### src/shared/stl_regs.svh
`ifndef STL_REGS_SVH
`define STL_REGS_SVH
`define STL_SP_IDX     3'h6
`define STL_PC_IDX     3'h7
`define STL_WORD_STEP  16'h0002
`define STL_BYTE_STEP  16'h0001
`define STL_RST_WORD   16'h0000
`endif

### src/shared/stl_pkg.sv
package stl_pkg;
    typedef enum logic [7:0] {
        STL_OP_NONE    = 8'h01,
        STL_OP_PUSH    = 8'h02,
        STL_OP_POP     = 8'h04,
        STL_OP_CALL    = 8'h08,
        STL_OP_RETURN  = 8'h10,
        STL_OP_INTR    = 8'h20,
        STL_OP_RTI     = 8'h40,
        STL_OP_ARGINC  = 8'h80
    } stl_op_e;
    typedef enum logic [9:0] {
        STL_IDLE     = 10'h001,
        STL_PUSH_WR  = 10'h002,
        STL_POP_RD   = 10'h004,
        STL_CALL_WR  = 10'h008,
        STL_RET_RD   = 10'h010,
        STL_INT_PS   = 10'h020,
        STL_INT_PC   = 10'h040,
        STL_VEC_PC   = 10'h080,
        STL_VEC_PS   = 10'h100,
        STL_RTI_PS   = 10'h200
    } stl_state_e;
    typedef logic [15:0] stl_word_t;
endpackage : stl_pkg

### src/logic/stl_linkage.sv
`timescale 1ns/1ps
`include "stl_regs.svh"
// How it works
// stacks grow downward, each push takes the next lower location
// pointer holds address of last stored item; below it is free
// any register but pc may be a stack pointer; the sp stack uses register 6
// non-sp stacks may hold words or bytes per move width
// register 6 stays even and only carries word traffic
// push lowers the pointer first then writes at new address
// pop reads at pointer then raises it past the item
// call first pushes the linkage register onto the sp stack
// call then loads linkage with pc and jumps to entry
// autoincrement argument fetch via linkage advances it to next argument
// pc and status are saved and restored on the sp stack
// return copies register to pc then pops stack into register
// interrupt pushes status then pc, then loads both from vector
// pointer step is two for words, one for bytes, two on sp
module stl_linkage (
    input  wire logic              i_clk,
    input  wire logic              i_sys_rst,
    input  wire stl_pkg::stl_op_e  i_op,
    input  wire logic [2:0]        i_reg,
    input  wire logic              i_byte,
    input  wire logic [15:0]       i_data,
    input  wire logic [15:0]       i_entry,
    input  wire logic [15:0]       i_vector,
    input  wire logic [15:0]       i_processor_status_word,
    input  wire logic              i_mem_ack,
    input  wire logic [15:0]       i_mem_rdata,
    output logic                   o_busy,
    output logic                   o_mem_req,
    output logic                   o_mem_we,
    output logic                   o_mem_byte,
    output logic      [15:0]       o_mem_addr,
    output logic      [15:0]       o_mem_wdata,
    output logic      [15:0]       o_pop_data,
    output logic                   o_pop_valid,
    output logic      [15:0]       o_processor_status_word,
    output logic                   o_ps_load,
    output logic      [15:0]       o_hardware_stack_pointer,
    output logic      [15:0]       o_program_counter_register,
    output logic                   o_op_error
);
    logic [15:0] regs_r [0:7];
    logic [15:0] regs_nxt [0:7];
    stl_pkg::stl_state_e st_r, st_nxt;
    logic [2:0]  sel_r, sel_nxt;
    logic        byte_r, byte_nxt;
    logic [15:0] hold_r, hold_nxt;
    logic        req_r, req_nxt, we_r, we_nxt, mb_r, mb_nxt;
    logic [15:0] addr_r, addr_nxt, wd_r, wd_nxt;
    logic [15:0] pd_r, pd_nxt, ps_r, ps_nxt;
    logic        pv_r, pv_nxt, psl_r, psl_nxt, err_r, err_nxt;
    logic        busy_r, busy_nxt;
    logic [15:0] dec_val, inc_val, spdec;
    logic        sel_byte;

    // ------------------------------------------------------------
    // pointer arithmetic
    // ------------------------------------------------------------
    assign sel_byte = i_byte;
    stl_step u_dec (.i_reg(i_reg), .i_byte(sel_byte), .i_val(regs_r[i_reg]),
                    .i_up(1'b0), .o_val(dec_val));
    stl_step u_inc (.i_reg(sel_r), .i_byte(byte_r), .i_val(regs_r[sel_r]),
                    .i_up(1'b1), .o_val(inc_val));
    assign spdec = 16'(regs_r[`STL_SP_IDX] - `STL_WORD_STEP);

    function automatic logic bad_ptr(input logic [2:0] r);
        bad_ptr = (r == `STL_PC_IDX);
    endfunction

    // ------------------------------------------------------------
    // sequencer
    // ------------------------------------------------------------
    always_comb begin
        for (int k = 0; k < 8; k++) regs_nxt[k] = regs_r[k];
        st_nxt = st_r; sel_nxt = sel_r; byte_nxt = byte_r; hold_nxt = hold_r;
        req_nxt = req_r; we_nxt = we_r; mb_nxt = mb_r; addr_nxt = addr_r;
        wd_nxt = wd_r; pd_nxt = pd_r; ps_nxt = ps_r;
        pv_nxt = 1'b0; psl_nxt = 1'b0; err_nxt = 1'b0;
        unique case (st_r)
            stl_pkg::STL_IDLE: begin
                req_nxt = 1'b0;
                sel_nxt = i_reg;
                // byte moves on sp are coerced to words
                byte_nxt = i_byte && (i_reg != `STL_SP_IDX);
                unique case (i_op)
                    stl_pkg::STL_OP_PUSH: begin
                        if (bad_ptr(i_reg)) err_nxt = 1'b1;
                        else begin
                            regs_nxt[i_reg] = dec_val;
                            addr_nxt = dec_val; wd_nxt = i_data;
                            mb_nxt = byte_nxt; we_nxt = 1'b1; req_nxt = 1'b1;
                            st_nxt = stl_pkg::STL_PUSH_WR;
                        end
                    end
                    stl_pkg::STL_OP_POP, stl_pkg::STL_OP_ARGINC: begin
                        if (bad_ptr(i_reg) && i_op == stl_pkg::STL_OP_POP) err_nxt = 1'b1;
                        else begin
                            addr_nxt = regs_r[i_reg];
                            mb_nxt = byte_nxt; we_nxt = 1'b0; req_nxt = 1'b1;
                            st_nxt = stl_pkg::STL_POP_RD;
                        end
                    end
                    stl_pkg::STL_OP_CALL: begin
                        regs_nxt[`STL_SP_IDX] = spdec;
                        addr_nxt = spdec; wd_nxt = regs_r[i_reg];
                        hold_nxt = i_entry; mb_nxt = 1'b0; we_nxt = 1'b1; req_nxt = 1'b1;
                        st_nxt = stl_pkg::STL_CALL_WR;
                    end
                    stl_pkg::STL_OP_RETURN: begin
                        regs_nxt[`STL_PC_IDX] = regs_r[i_reg];
                        // a byte request must not reach the rti branch of the shared pop
                        byte_nxt = 1'b0;
                        addr_nxt = regs_r[`STL_SP_IDX]; mb_nxt = 1'b0;
                        we_nxt = 1'b0; req_nxt = 1'b1;
                        st_nxt = stl_pkg::STL_RET_RD;
                    end
                    stl_pkg::STL_OP_INTR: begin
                        regs_nxt[`STL_SP_IDX] = spdec;
                        addr_nxt = spdec; wd_nxt = i_processor_status_word;
                        hold_nxt = i_vector; mb_nxt = 1'b0; we_nxt = 1'b1; req_nxt = 1'b1;
                        st_nxt = stl_pkg::STL_INT_PS;
                    end
                    stl_pkg::STL_OP_RTI: begin
                        addr_nxt = regs_r[`STL_SP_IDX]; mb_nxt = 1'b0;
                        we_nxt = 1'b0; req_nxt = 1'b1;
                        st_nxt = stl_pkg::STL_RET_RD;
                        sel_nxt = `STL_PC_IDX;
                        byte_nxt = 1'b1; // flags rti in the shared pop path
                    end
                    default: ;
                endcase
            end
            stl_pkg::STL_PUSH_WR, stl_pkg::STL_CALL_WR: if (i_mem_ack) begin
                req_nxt = 1'b0;
                st_nxt = stl_pkg::STL_IDLE;
                if (st_r == stl_pkg::STL_CALL_WR) begin
                    regs_nxt[sel_r] = regs_r[`STL_PC_IDX];
                    regs_nxt[`STL_PC_IDX] = hold_r;
                end
            end
            stl_pkg::STL_POP_RD: if (i_mem_ack) begin
                req_nxt = 1'b0;
                pd_nxt = i_mem_rdata; pv_nxt = 1'b1;
                regs_nxt[sel_r] = inc_val;
                st_nxt = stl_pkg::STL_IDLE;
            end
            stl_pkg::STL_RET_RD: if (i_mem_ack) begin
                regs_nxt[`STL_SP_IDX] = 16'(regs_r[`STL_SP_IDX] + `STL_WORD_STEP);
                if (byte_r) begin
                    regs_nxt[`STL_PC_IDX] = i_mem_rdata;
                    addr_nxt = 16'(regs_r[`STL_SP_IDX] + `STL_WORD_STEP);
                    st_nxt = stl_pkg::STL_RTI_PS;
                end else begin
                    regs_nxt[sel_r] = i_mem_rdata;
                    req_nxt = 1'b0;
                    st_nxt = stl_pkg::STL_IDLE;
                end
            end
            stl_pkg::STL_RTI_PS: if (i_mem_ack) begin
                regs_nxt[`STL_SP_IDX] = 16'(regs_r[`STL_SP_IDX] + `STL_WORD_STEP);
                ps_nxt = i_mem_rdata; psl_nxt = 1'b1; req_nxt = 1'b0;
                st_nxt = stl_pkg::STL_IDLE;
            end
            stl_pkg::STL_INT_PS: if (i_mem_ack) begin
                regs_nxt[`STL_SP_IDX] = spdec;
                addr_nxt = spdec; wd_nxt = regs_r[`STL_PC_IDX];
                st_nxt = stl_pkg::STL_INT_PC;
            end
            stl_pkg::STL_INT_PC: if (i_mem_ack) begin
                addr_nxt = hold_r; we_nxt = 1'b0;
                st_nxt = stl_pkg::STL_VEC_PC;
            end
            stl_pkg::STL_VEC_PC: if (i_mem_ack) begin
                regs_nxt[`STL_PC_IDX] = i_mem_rdata;
                addr_nxt = 16'(hold_r + `STL_WORD_STEP);
                st_nxt = stl_pkg::STL_VEC_PS;
            end
            stl_pkg::STL_VEC_PS: if (i_mem_ack) begin
                ps_nxt = i_mem_rdata; psl_nxt = 1'b1; req_nxt = 1'b0;
                st_nxt = stl_pkg::STL_IDLE;
            end
            default: st_nxt = stl_pkg::STL_IDLE;
        endcase
        // sp can never hold an odd address
        regs_nxt[`STL_SP_IDX][0] = 1'b0;
        busy_nxt = (st_nxt != stl_pkg::STL_IDLE);
    end

    always_ff @(posedge i_clk or posedge i_sys_rst) begin
        if (i_sys_rst) begin
            for (int k = 0; k < 8; k++) regs_r[k] <= `STL_RST_WORD;
            st_r <= stl_pkg::STL_IDLE; sel_r <= 3'h0; byte_r <= 1'b0;
            hold_r <= `STL_RST_WORD; req_r <= 1'b0; we_r <= 1'b0; mb_r <= 1'b0;
            addr_r <= `STL_RST_WORD; wd_r <= `STL_RST_WORD; pd_r <= `STL_RST_WORD;
            ps_r <= `STL_RST_WORD; pv_r <= 1'b0; psl_r <= 1'b0; err_r <= 1'b0;
            busy_r <= 1'b0;
        end else begin
            for (int k = 0; k < 8; k++) regs_r[k] <= regs_nxt[k];
            st_r <= st_nxt; sel_r <= sel_nxt; byte_r <= byte_nxt; hold_r <= hold_nxt;
            req_r <= req_nxt; we_r <= we_nxt; mb_r <= mb_nxt; addr_r <= addr_nxt;
            wd_r <= wd_nxt; pd_r <= pd_nxt; ps_r <= ps_nxt; pv_r <= pv_nxt;
            psl_r <= psl_nxt; err_r <= err_nxt;
            busy_r <= busy_nxt;
        end
    end

    assign o_busy = busy_r;
    assign o_mem_req = req_r;
    assign o_mem_we = we_r;
    assign o_mem_byte = mb_r;
    assign o_mem_addr = addr_r;
    assign o_mem_wdata = wd_r;
    assign o_pop_data = pd_r;
    assign o_pop_valid = pv_r;
    assign o_processor_status_word = ps_r;
    assign o_ps_load = psl_r;
    assign o_hardware_stack_pointer = regs_r[`STL_SP_IDX];
    assign o_program_counter_register = regs_r[`STL_PC_IDX];
    assign o_op_error = err_r;

    // ------------------------------------------------------------
    // checks
    // ------------------------------------------------------------
    property p_sp_even;
        @(posedge i_clk) disable iff (i_sys_rst)
        regs_r[`STL_SP_IDX][0] == 1'b0 && !(o_mem_req && sel_r == 3'h6 && o_mem_byte);
    endproperty
    a_sp_even: assert property (p_sp_even) else $error("sp odd");
    property p_push_dec;
        @(posedge i_clk) disable iff (i_sys_rst)
        (st_r == stl_pkg::STL_IDLE && i_op == stl_pkg::STL_OP_PUSH && i_reg == 3'h1 && !i_byte)
        |=> regs_r[1] == 16'($past(regs_r[1]) - 16'h0002) && o_mem_addr == regs_r[1] && o_mem_we;
    endproperty
    a_push_dec: assert property (p_push_dec) else $error("push step wrong");
    property p_pop_inc;
        @(posedge i_clk) disable iff (i_sys_rst)
        (st_r == stl_pkg::STL_POP_RD && i_mem_ack && sel_r != 3'h6 && byte_r)
        |=> regs_r[sel_r] == 16'($past(regs_r[sel_r]) + 16'h0001) && o_pop_valid;
    endproperty
    a_pop_inc: assert property (p_pop_inc) else $error("byte pop step wrong");
    property p_call_push;
        @(posedge i_clk) disable iff (i_sys_rst)
        (st_r == stl_pkg::STL_IDLE && i_op == stl_pkg::STL_OP_CALL)
        |=> o_mem_we && o_mem_req && o_mem_addr == o_hardware_stack_pointer
            && o_mem_wdata == $past(regs_r[i_reg]);
    endproperty
    a_call_push: assert property (p_call_push) else $error("call did not push");
    property p_call_jump;
        @(posedge i_clk) disable iff (i_sys_rst)
        (st_r == stl_pkg::STL_CALL_WR && i_mem_ack)
        |=> o_program_counter_register == $past(hold_r) && !o_mem_req;
    endproperty
    a_call_jump: assert property (p_call_jump) else $error("call did not jump");
    property p_pc_not_ptr;
        @(posedge i_clk) disable iff (i_sys_rst)
        (st_r == stl_pkg::STL_IDLE && i_op == stl_pkg::STL_OP_PUSH && i_reg == 3'h7)
        |=> o_op_error && !o_mem_req;
    endproperty
    a_pc_not_ptr: assert property (p_pc_not_ptr) else $error("pc used as pointer");
    property p_int_seq;
        @(posedge i_clk) disable iff (i_sys_rst)
        (st_r == stl_pkg::STL_INT_PS && i_mem_ack)
        |=> st_r == stl_pkg::STL_INT_PC && o_mem_wdata == $past(regs_r[7]);
    endproperty
    a_int_seq: assert property (p_int_seq) else $error("interrupt pc push wrong");
    property p_ret_pc;
        @(posedge i_clk) disable iff (i_sys_rst)
        (st_r == stl_pkg::STL_IDLE && i_op == stl_pkg::STL_OP_RETURN && i_reg == 3'h5)
        |=> o_program_counter_register == $past(regs_r[5]);
    endproperty
    a_ret_pc: assert property (p_ret_pc) else $error("return pc wrong");
endmodule : stl_linkage

### src/logic/stl_step.sv
`timescale 1ns/1ps
`include "stl_regs.svh"
// pointer step: sp is word-only so byte requests on it still move by two
module stl_step (
    input  wire logic [2:0]  i_reg,
    input  wire logic        i_byte,
    input  wire logic [15:0] i_val,
    input  wire logic        i_up,
    output logic      [15:0] o_val
);
    logic [15:0] step;
    always_comb begin
        step  = (i_byte && i_reg != `STL_SP_IDX) ? `STL_BYTE_STEP : `STL_WORD_STEP;
        o_val = i_up ? 16'(i_val + step) : 16'(i_val - step);
    end
endmodule : stl_step

### config.mk
export PLATFORM = sky130hd
export DESIGN_NAME = stl_linkage
export DESIGN_NICKNAME = d
export VERILOG_FILES = /design/src/shared/stl_pkg.sv /design/src/logic/stl_linkage.sv /design/src/logic/stl_step.sv
export VERILOG_INCLUDE_DIRS = /design/src /design/src/shared
export SDC_FILE = /design/constraint.sdc
export NUM_CORES = 1
export LEC_CHECK = 0
export BUFFER_PORTS_ARGS = -buffer_cell sky130_fd_sc_hd__buf_2
export CAP_MARGIN = 25
export CELL_PAD_IN_SITES_DETAIL_PLACEMENT = 0
export CELL_PAD_IN_SITES_GLOBAL_PLACEMENT = 1
export CORE_AREA = 2 2 238 240
export DETAILED_ROUTE_END_ITERATION = 16
export DIE_AREA = 0 0 240 242
export PLACE_DENSITY_LB_ADDON = 0.1
export SYNTH_ARGS = -nofsm -noshare
export SYNTH_HDL_FRONTEND = slang
export SYNTH_SLANG_ARGS = --single-unit
### constraint.sdc
create_clock -name i_clk -period 10.23 [get_ports i_clk]
set_input_delay 3.069 -clock i_clk [delete_from_list [all_inputs] [get_ports i_clk]]
set_output_delay 3.069 -clock i_clk [all_outputs]
set_load 0.02 [all_outputs]
# After elaboration in Yosys (flattened, before gate mapping)
# Cells that the tools add are included.
# word_totals
reg_bits	228
input_bits	95
word_cells	187
# classes
addsub	5
n_lt_le_gt_ge	4
n_eq_ne	42
n_mux	79
bitwise	2
reduce_logical	32
# op_table
cell	n
128-bit two-way mux	5
128-bit bitwise mux	4
96-bit case mux with 4 select lines	1
16-bit two-way mux	19
16-bit case mux with 5 select lines	2
16-bit case mux with 2 select lines	4
112-bit two-way mux	1
16-bit binary-select mux with 3-bit select	2
16-bit demux with 3-bit select	2
96-bit two-way mux	1
16-bit case mux with 6 select lines	1
10-bit two-way mux	8
16-bit case mux with 4 select lines	1
10-bit case mux with 6 select lines	1
10-bit case mux with 5 select lines	1
16-bit case mux with 3 select lines	1
16-bit by 2-bit adder with 16-bit output (second input constant)	2
2-bit != test (second input constant)	13
9-bit AND reduction	2
16-bit adder	1
8-bit AND reduction	2
16-bit subtractor	1
16-bit by 2-bit subtractor with 16-bit output (second input constant)	1
1-bit two-way mux	15
45 further kinds	73

# Logic depth before layout (Yosys ltp)
# depth
word_depth	9
ltp_mapped	18
mapped_depth_nobuf	14

# Cells and area by module
# From an unflattened synthesis, not the netlist that was laid out.
# unflattened
cells_unflattened	2813
hier_area_um2	20897.5
# by_module_without_submodules
module	instances	cells_per_inst	area_per_inst_um2
stl_linkage	1	2600	19334.8
stl_step at u_dec	1	105	788.3
stl_step at u_inc	1	108	774.5

# Least setup slack after synthesis
# Ideal clock, no wire load.
# synth_path
path_type	input to register
from	in i_reg[2]
to	reg regs_r (netlist bit o_hardware_stack_pointer[10])
setup_ns	0.126
t_arrival_ns	6.396
setup_slack_ns	3.708
path_stages	15
path_buffers	4
path_cell_list	buf_6 > buf_6 > buf_2 > buf_2 > mux4_2 > mux2i_1 > ha_1 > fa_1 > a21boi_0 > nand2_1 > or2_1 > nor2_2 > xor2_2 > nor2_1 > o32a_1
# synth_between
elab_chain_len	9
word_cells_on_any_way	20
classes_between	add/sub (1); order compare (2); eq/ne (3); mux (10); bitwise (1); reduce/logical (3)
# synth_rtl
element	line_no	rtl
start: declaration	stl_linkage.sv:22	input wire logic [2:0] i_reg,
3-bit inverter with 4-bit output (not written as such)	stl_linkage.sv:62, stl_linkage.sv:91	
16-bit binary-select mux with 3-bit select, or another cell as far along	stl_linkage.sv:62	stl_step u_dec (.i_reg(i_reg), .i_byte(sel_byte), .i_val(regs_r[i_reg]),
16-bit two-way mux (not written as such) / 1-bit logical AND (equally long branches)	stl_linkage.sv:62, stl_linkage.sv:91	
16-bit two-way mux (on tied branches)	stl_linkage.sv:62, stl_linkage.sv:91	
16-bit subtractor / 16-bit demux with 3-bit select (equally long branches)	stl_step.sv:14, stl_linkage.sv:91	
128-bit bitwise mux	stl_linkage.sv:91	regs_nxt[i_reg] = dec_val;
128-bit two-way mux	stl_linkage.sv:89	if (bad_ptr(i_reg)) err_nxt = 1'b1;
16-bit case mux with 2 select lines	stl_linkage.sv:87	unique case (i_op)
16-bit case mux with 6 select lines	stl_linkage.sv:81	unique case (st_r)
end: declaration	stl_linkage.sv:44	logic [15:0] regs_r [0:7];
# Parallel ways exist; a longest one is shown, timed or not. The select of a mux whose other input is x is not followed.
# A chain may end at the register's enable or synchronous reset.

# Worst setup path in the final report
# layout_path
from	in i_reg[0]
to	reg addr_r[13] (netlist: o_mem_addr[13])
# layout_between
elab_chain_len	8
word_cells_on_any_way	17
classes_between	add/sub (1); eq/ne (4); mux (8); bitwise (1); reduce/logical (3)
# layout_rtl
element	line_no	rtl
3-bit inverter with 4-bit output (not written as such)	stl_linkage.sv:62, stl_linkage.sv:100	
16-bit binary-select mux with 3-bit select	stl_linkage.sv:62, stl_linkage.sv:100	
16-bit two-way mux (not written as such) (2 in a row)	stl_linkage.sv:62, stl_linkage.sv:100	
16-bit subtractor	stl_step.sv:14	o_val = i_up ? 16'(i_val + step) : 16'(i_val - step);
16-bit two-way mux	stl_linkage.sv:89	
16-bit case mux with 4 select lines	stl_linkage.sv:87	
16-bit case mux with 5 select lines	stl_linkage.sv:81	
end signal: assignment	stl_linkage.sv:196	addr_r <= `STL_RST_WORD; wd_r <= `STL_RST_WORD; pd_r <= `STL_RST_WORD;
end signal: assignment	stl_linkage.sv:202	req_r <= req_nxt; we_r <= we_nxt; mb_r <= mb_nxt; addr_r <= addr_nxt;
end: declaration	stl_linkage.sv:51	logic [15:0] addr_r, addr_nxt, wd_r, wd_nxt;
# Parallel ways exist; a longest one is shown, timed or not. The select of a mux whose other input is x is not followed.

==> summary.txt <==
clock skew - 26.59 ps
mean post-synth cell area - 7.838 um2
clock-pin slew on the worst setup and hold paths - 60 ps
Clock Sinks - 228
worst slew pin tran - 1230 ps
Hold Buf Count CTS - 0
post-synthesis adder-cell area fraction - 0.7307%
Root Buffer - clkbuf_16
Comb pwr share - 47.7%
Max-Cap Viols - 0
Max IR drop VDD - 0.2404 mV
FFs w/ async S/R, synth - 100.0%
CP endpoint kind - flip-flop
Initial Util - 34.41%
Net Count, Synth - 2,552
RSZ-0062 raised after global routing - false
setup TNS - 0 ps
first-pass GRT wire length - 165,300 um
largest net degree at the start of global routing - 133
wire per inst - 35.70 um
top layer reached by signal wires - met5
vias - 22,730
GRT overflow - 0
met3 wire len - 15,540 um
met1 WL - 45,680 um
IO buf count - 196
Fmax - 139.4 MHz
post-synth top area cell - dfrtp_1
Syn-to-layout area delta - 14.07%
Setup crit start kind - input port
drt drc - 0
post-route ant nets - 0
Synth warnings - 0
Num CTS Buffers - 31
WHS - 470.4 ps
FP Rows - 87
clock power share - 24.3%
synth top area cells - dfrtp_1 (30%), o21ai_0 (8.1%), nand2_1 (5.9%), a21oi_1 (4.4%), nor2_1 (3.4%)
final wirelength - 118,200 um
Die X - 240 um
total iterations of the first detailed-routing run - 10
ys flop type - dfrtp_1
Tot GR Track Use - 39.67%
post-synthesis xor/xnor area fraction - 2.538%
core area - 0.05573 mm2
outcome - finished, final reports clean
num ports - 198
period utilisation layout - 70.14%
Gate Count Post-Synth - 2,447
CP required - 10,670 ps
clock tree buffer depth - 3
largest family of logic cells by synthesized area - compound AO/OA/AOI/OAI gates
Routability Congestion - 1.013
number of flops mapped to enable cells by yosys - 0
min Tclk post-route - 7176 ps
internal power - 0.002380 W
Seq pwr share - 27.9%
die area - 0.05808 mm2
Arr. time, crit path - 7610 ps
CTS H-tree lvls - 1
max_slew headroom - 17.40%
PostCTS Resize Cnt - 0
Cell Area, Synth - 0.01918 mm2
min-delay worst type - flip-flop to flip-flop
DP HPWL - 85,120 um
Detailed Route Iter0 Violations - 3,235
Die Y - 242 um
Synth cell types - 101
Switching Share - 49.93%
vias per cell - 6.867
crit path kind - input port to flip-flop
Slew Limit Fails - 0
compound-cell area share of the yosys netlist - 32.63%
Setup Fix Bufs, Post-CTS - 0
mux cell area share after synthesis - 7.313%
post-synthesis sequential area ratio - 29.76%
initial antenna violation count - 5
pwr/cell area - 217.3 mW/mm2
Commonest cells post-synth - o21ai_0 (310), nand2_1 (303), dfrtp_1 (227)
Final Hold Vio Count - 0
Lkg Pwr - 9.064 nW
worst-path fanout max - 29
CTS tree - yes
Psw - 0.002373 W
Final Setup Violations - 0
post-synth top area share - 29.62%
count leader, synth - o21ai_0
Layout Nets - 2,634
share of cells above drive strength 1 - 18.26%
WL met2 - 48,730 um
vias in the first global route - 21,478
count of state elements after synthesis - 228
worst skew pair latency - 620 ps
Synth Area in Simple Gates - 20.17%
==> power groups by stage <==
stage / Combinational (W) / Clock, W / Sequential (W)
final: 0.00227 / 0.00116 / 0.00133
after global routing: 0.00234 / 0.00120 / 0.00134
after CTS: 0.00218 / 0.00117 / 0.00132
after detailed placement: 0.00217 / 0 / 0.00133
after global placement: 0.00217 / 0 / 0.00133
after floorplan: 0.00127 / 0 / 0.00127
==> critical path, cell delays in order <==
cell	delay (ps)
buf_2	390
buf_4	470
and3_1	220
buf_4	280
a22oi_1	150
o211ai_1	240
ha_1	320
a221oi_1	720
nand2_1	310
nor2_2	290
nand2_1	180
xnor2_1	760
o221ai_1	200
==> cell usage in the layout (no fill, tap or decap), types with 53 or more instances in the layout <==
master and n:
nand2_1 303, nand3_1 82, a22oi_1 60, mux2i_1 53, nor2_1 172, a21oi_1 167
o21ai_0 309, dfrtp_1 225, buf_4 96, buf_2 197, o211ai_1 68
==> path summary, 6_finish.rpt <==
check                               start                     endpoint  slack, ps  depth (start not counted)
max in group asynchronous       i_sys_rst                   regs_r[43]       6250                          3
min in group asynchronous       i_sys_rst                   o_op_error       2590                          2
max                              i_reg[0]               o_mem_addr[13]       3050                         13
max reg2reg                      sel_r[0]  o_hardware_stack_pointer[6]       4410                         15
min reg2reg                o_mem_wdata[5]               o_mem_wdata[5]        470                          2
min                        o_mem_wdata[5]               o_mem_wdata[5]        470                          2
==> layout make-up <==
| cell class | instances | area, um2 |
|---|---|---|
| diodes | 2 | 5.005 |
| multi-input cells | 1932 | 12240 |
| flip-flops and latches | 228 | 5709 |
| clock inverters | 7 | 93.84 |
| clock buffers | 49 | 943.4 |
| inverters | 39 | 153.9 |
| repair buffers | 297 | 1780 |
| well taps | 756 | 945.9 |
| fillers | 5843 | 33860 |
==> per-layer routing <==
layer,track usage (%),up-vias
li1,-,9377
met1,51.69,11085
met2,57.45,1861
met3,12.88,403
met4,22.31,4
met5,0,-
==> registers in the layout, summed over array words and instances, names as in the netlist <==
signal	flops
regs_r	96
hold_r	16
o_mem_addr	16
o_mem_wdata	16
o_pop_data	16
o_processor_status_word	16
o_program_counter_register	16
o_hardware_stack_pointer	15
st_r	10
sel_r	3
byte_r	1
o_busy	1
o_mem_byte	1
o_mem_req	1
o_mem_we	1
o_op_error	1
o_pop_valid	1
o_ps_load	1
==> cell families (layout without fill, tap and decap cells) <==
group | count (synthesis) | in the layout
other | 1 | 3
adder cells (fa/ha/maj) | 10 | 10
multiplexers | 110 | 110
AO/OA/AOI/OAI | 954 | 954
XOR/XNOR | 53 | 53
flip-flops | 228 | 228
AND/OR/NAND/NOR | 804 | 804
buffers and inverters | 287 | 392
==> stage by stage <==
| step | std cells | worst slack [ps] | power, W | util, % | instance area [um2] |
|---|---|---|---|---|---|
| after detailed placement | 3247 | 2646 | 0.003499 | 37.26 | 20770 |
| after CTS | 3303 | 3286 | 0.004658 | 39.13 | 21810 |
| after global routing | 3308 | 2950 | 0.004880 | 39.24 | 21870 |
| after floorplan | 2447 | 914.8 | 0.002540 | - | 19180 |
| final | 3310 | 3054 | 0.004753 | 39.25 | 21880 |
| after global placement | 3243 | 2684 | 0.003501 | 37.21 | 20740 |
Power figures use the tool's default switching activity.
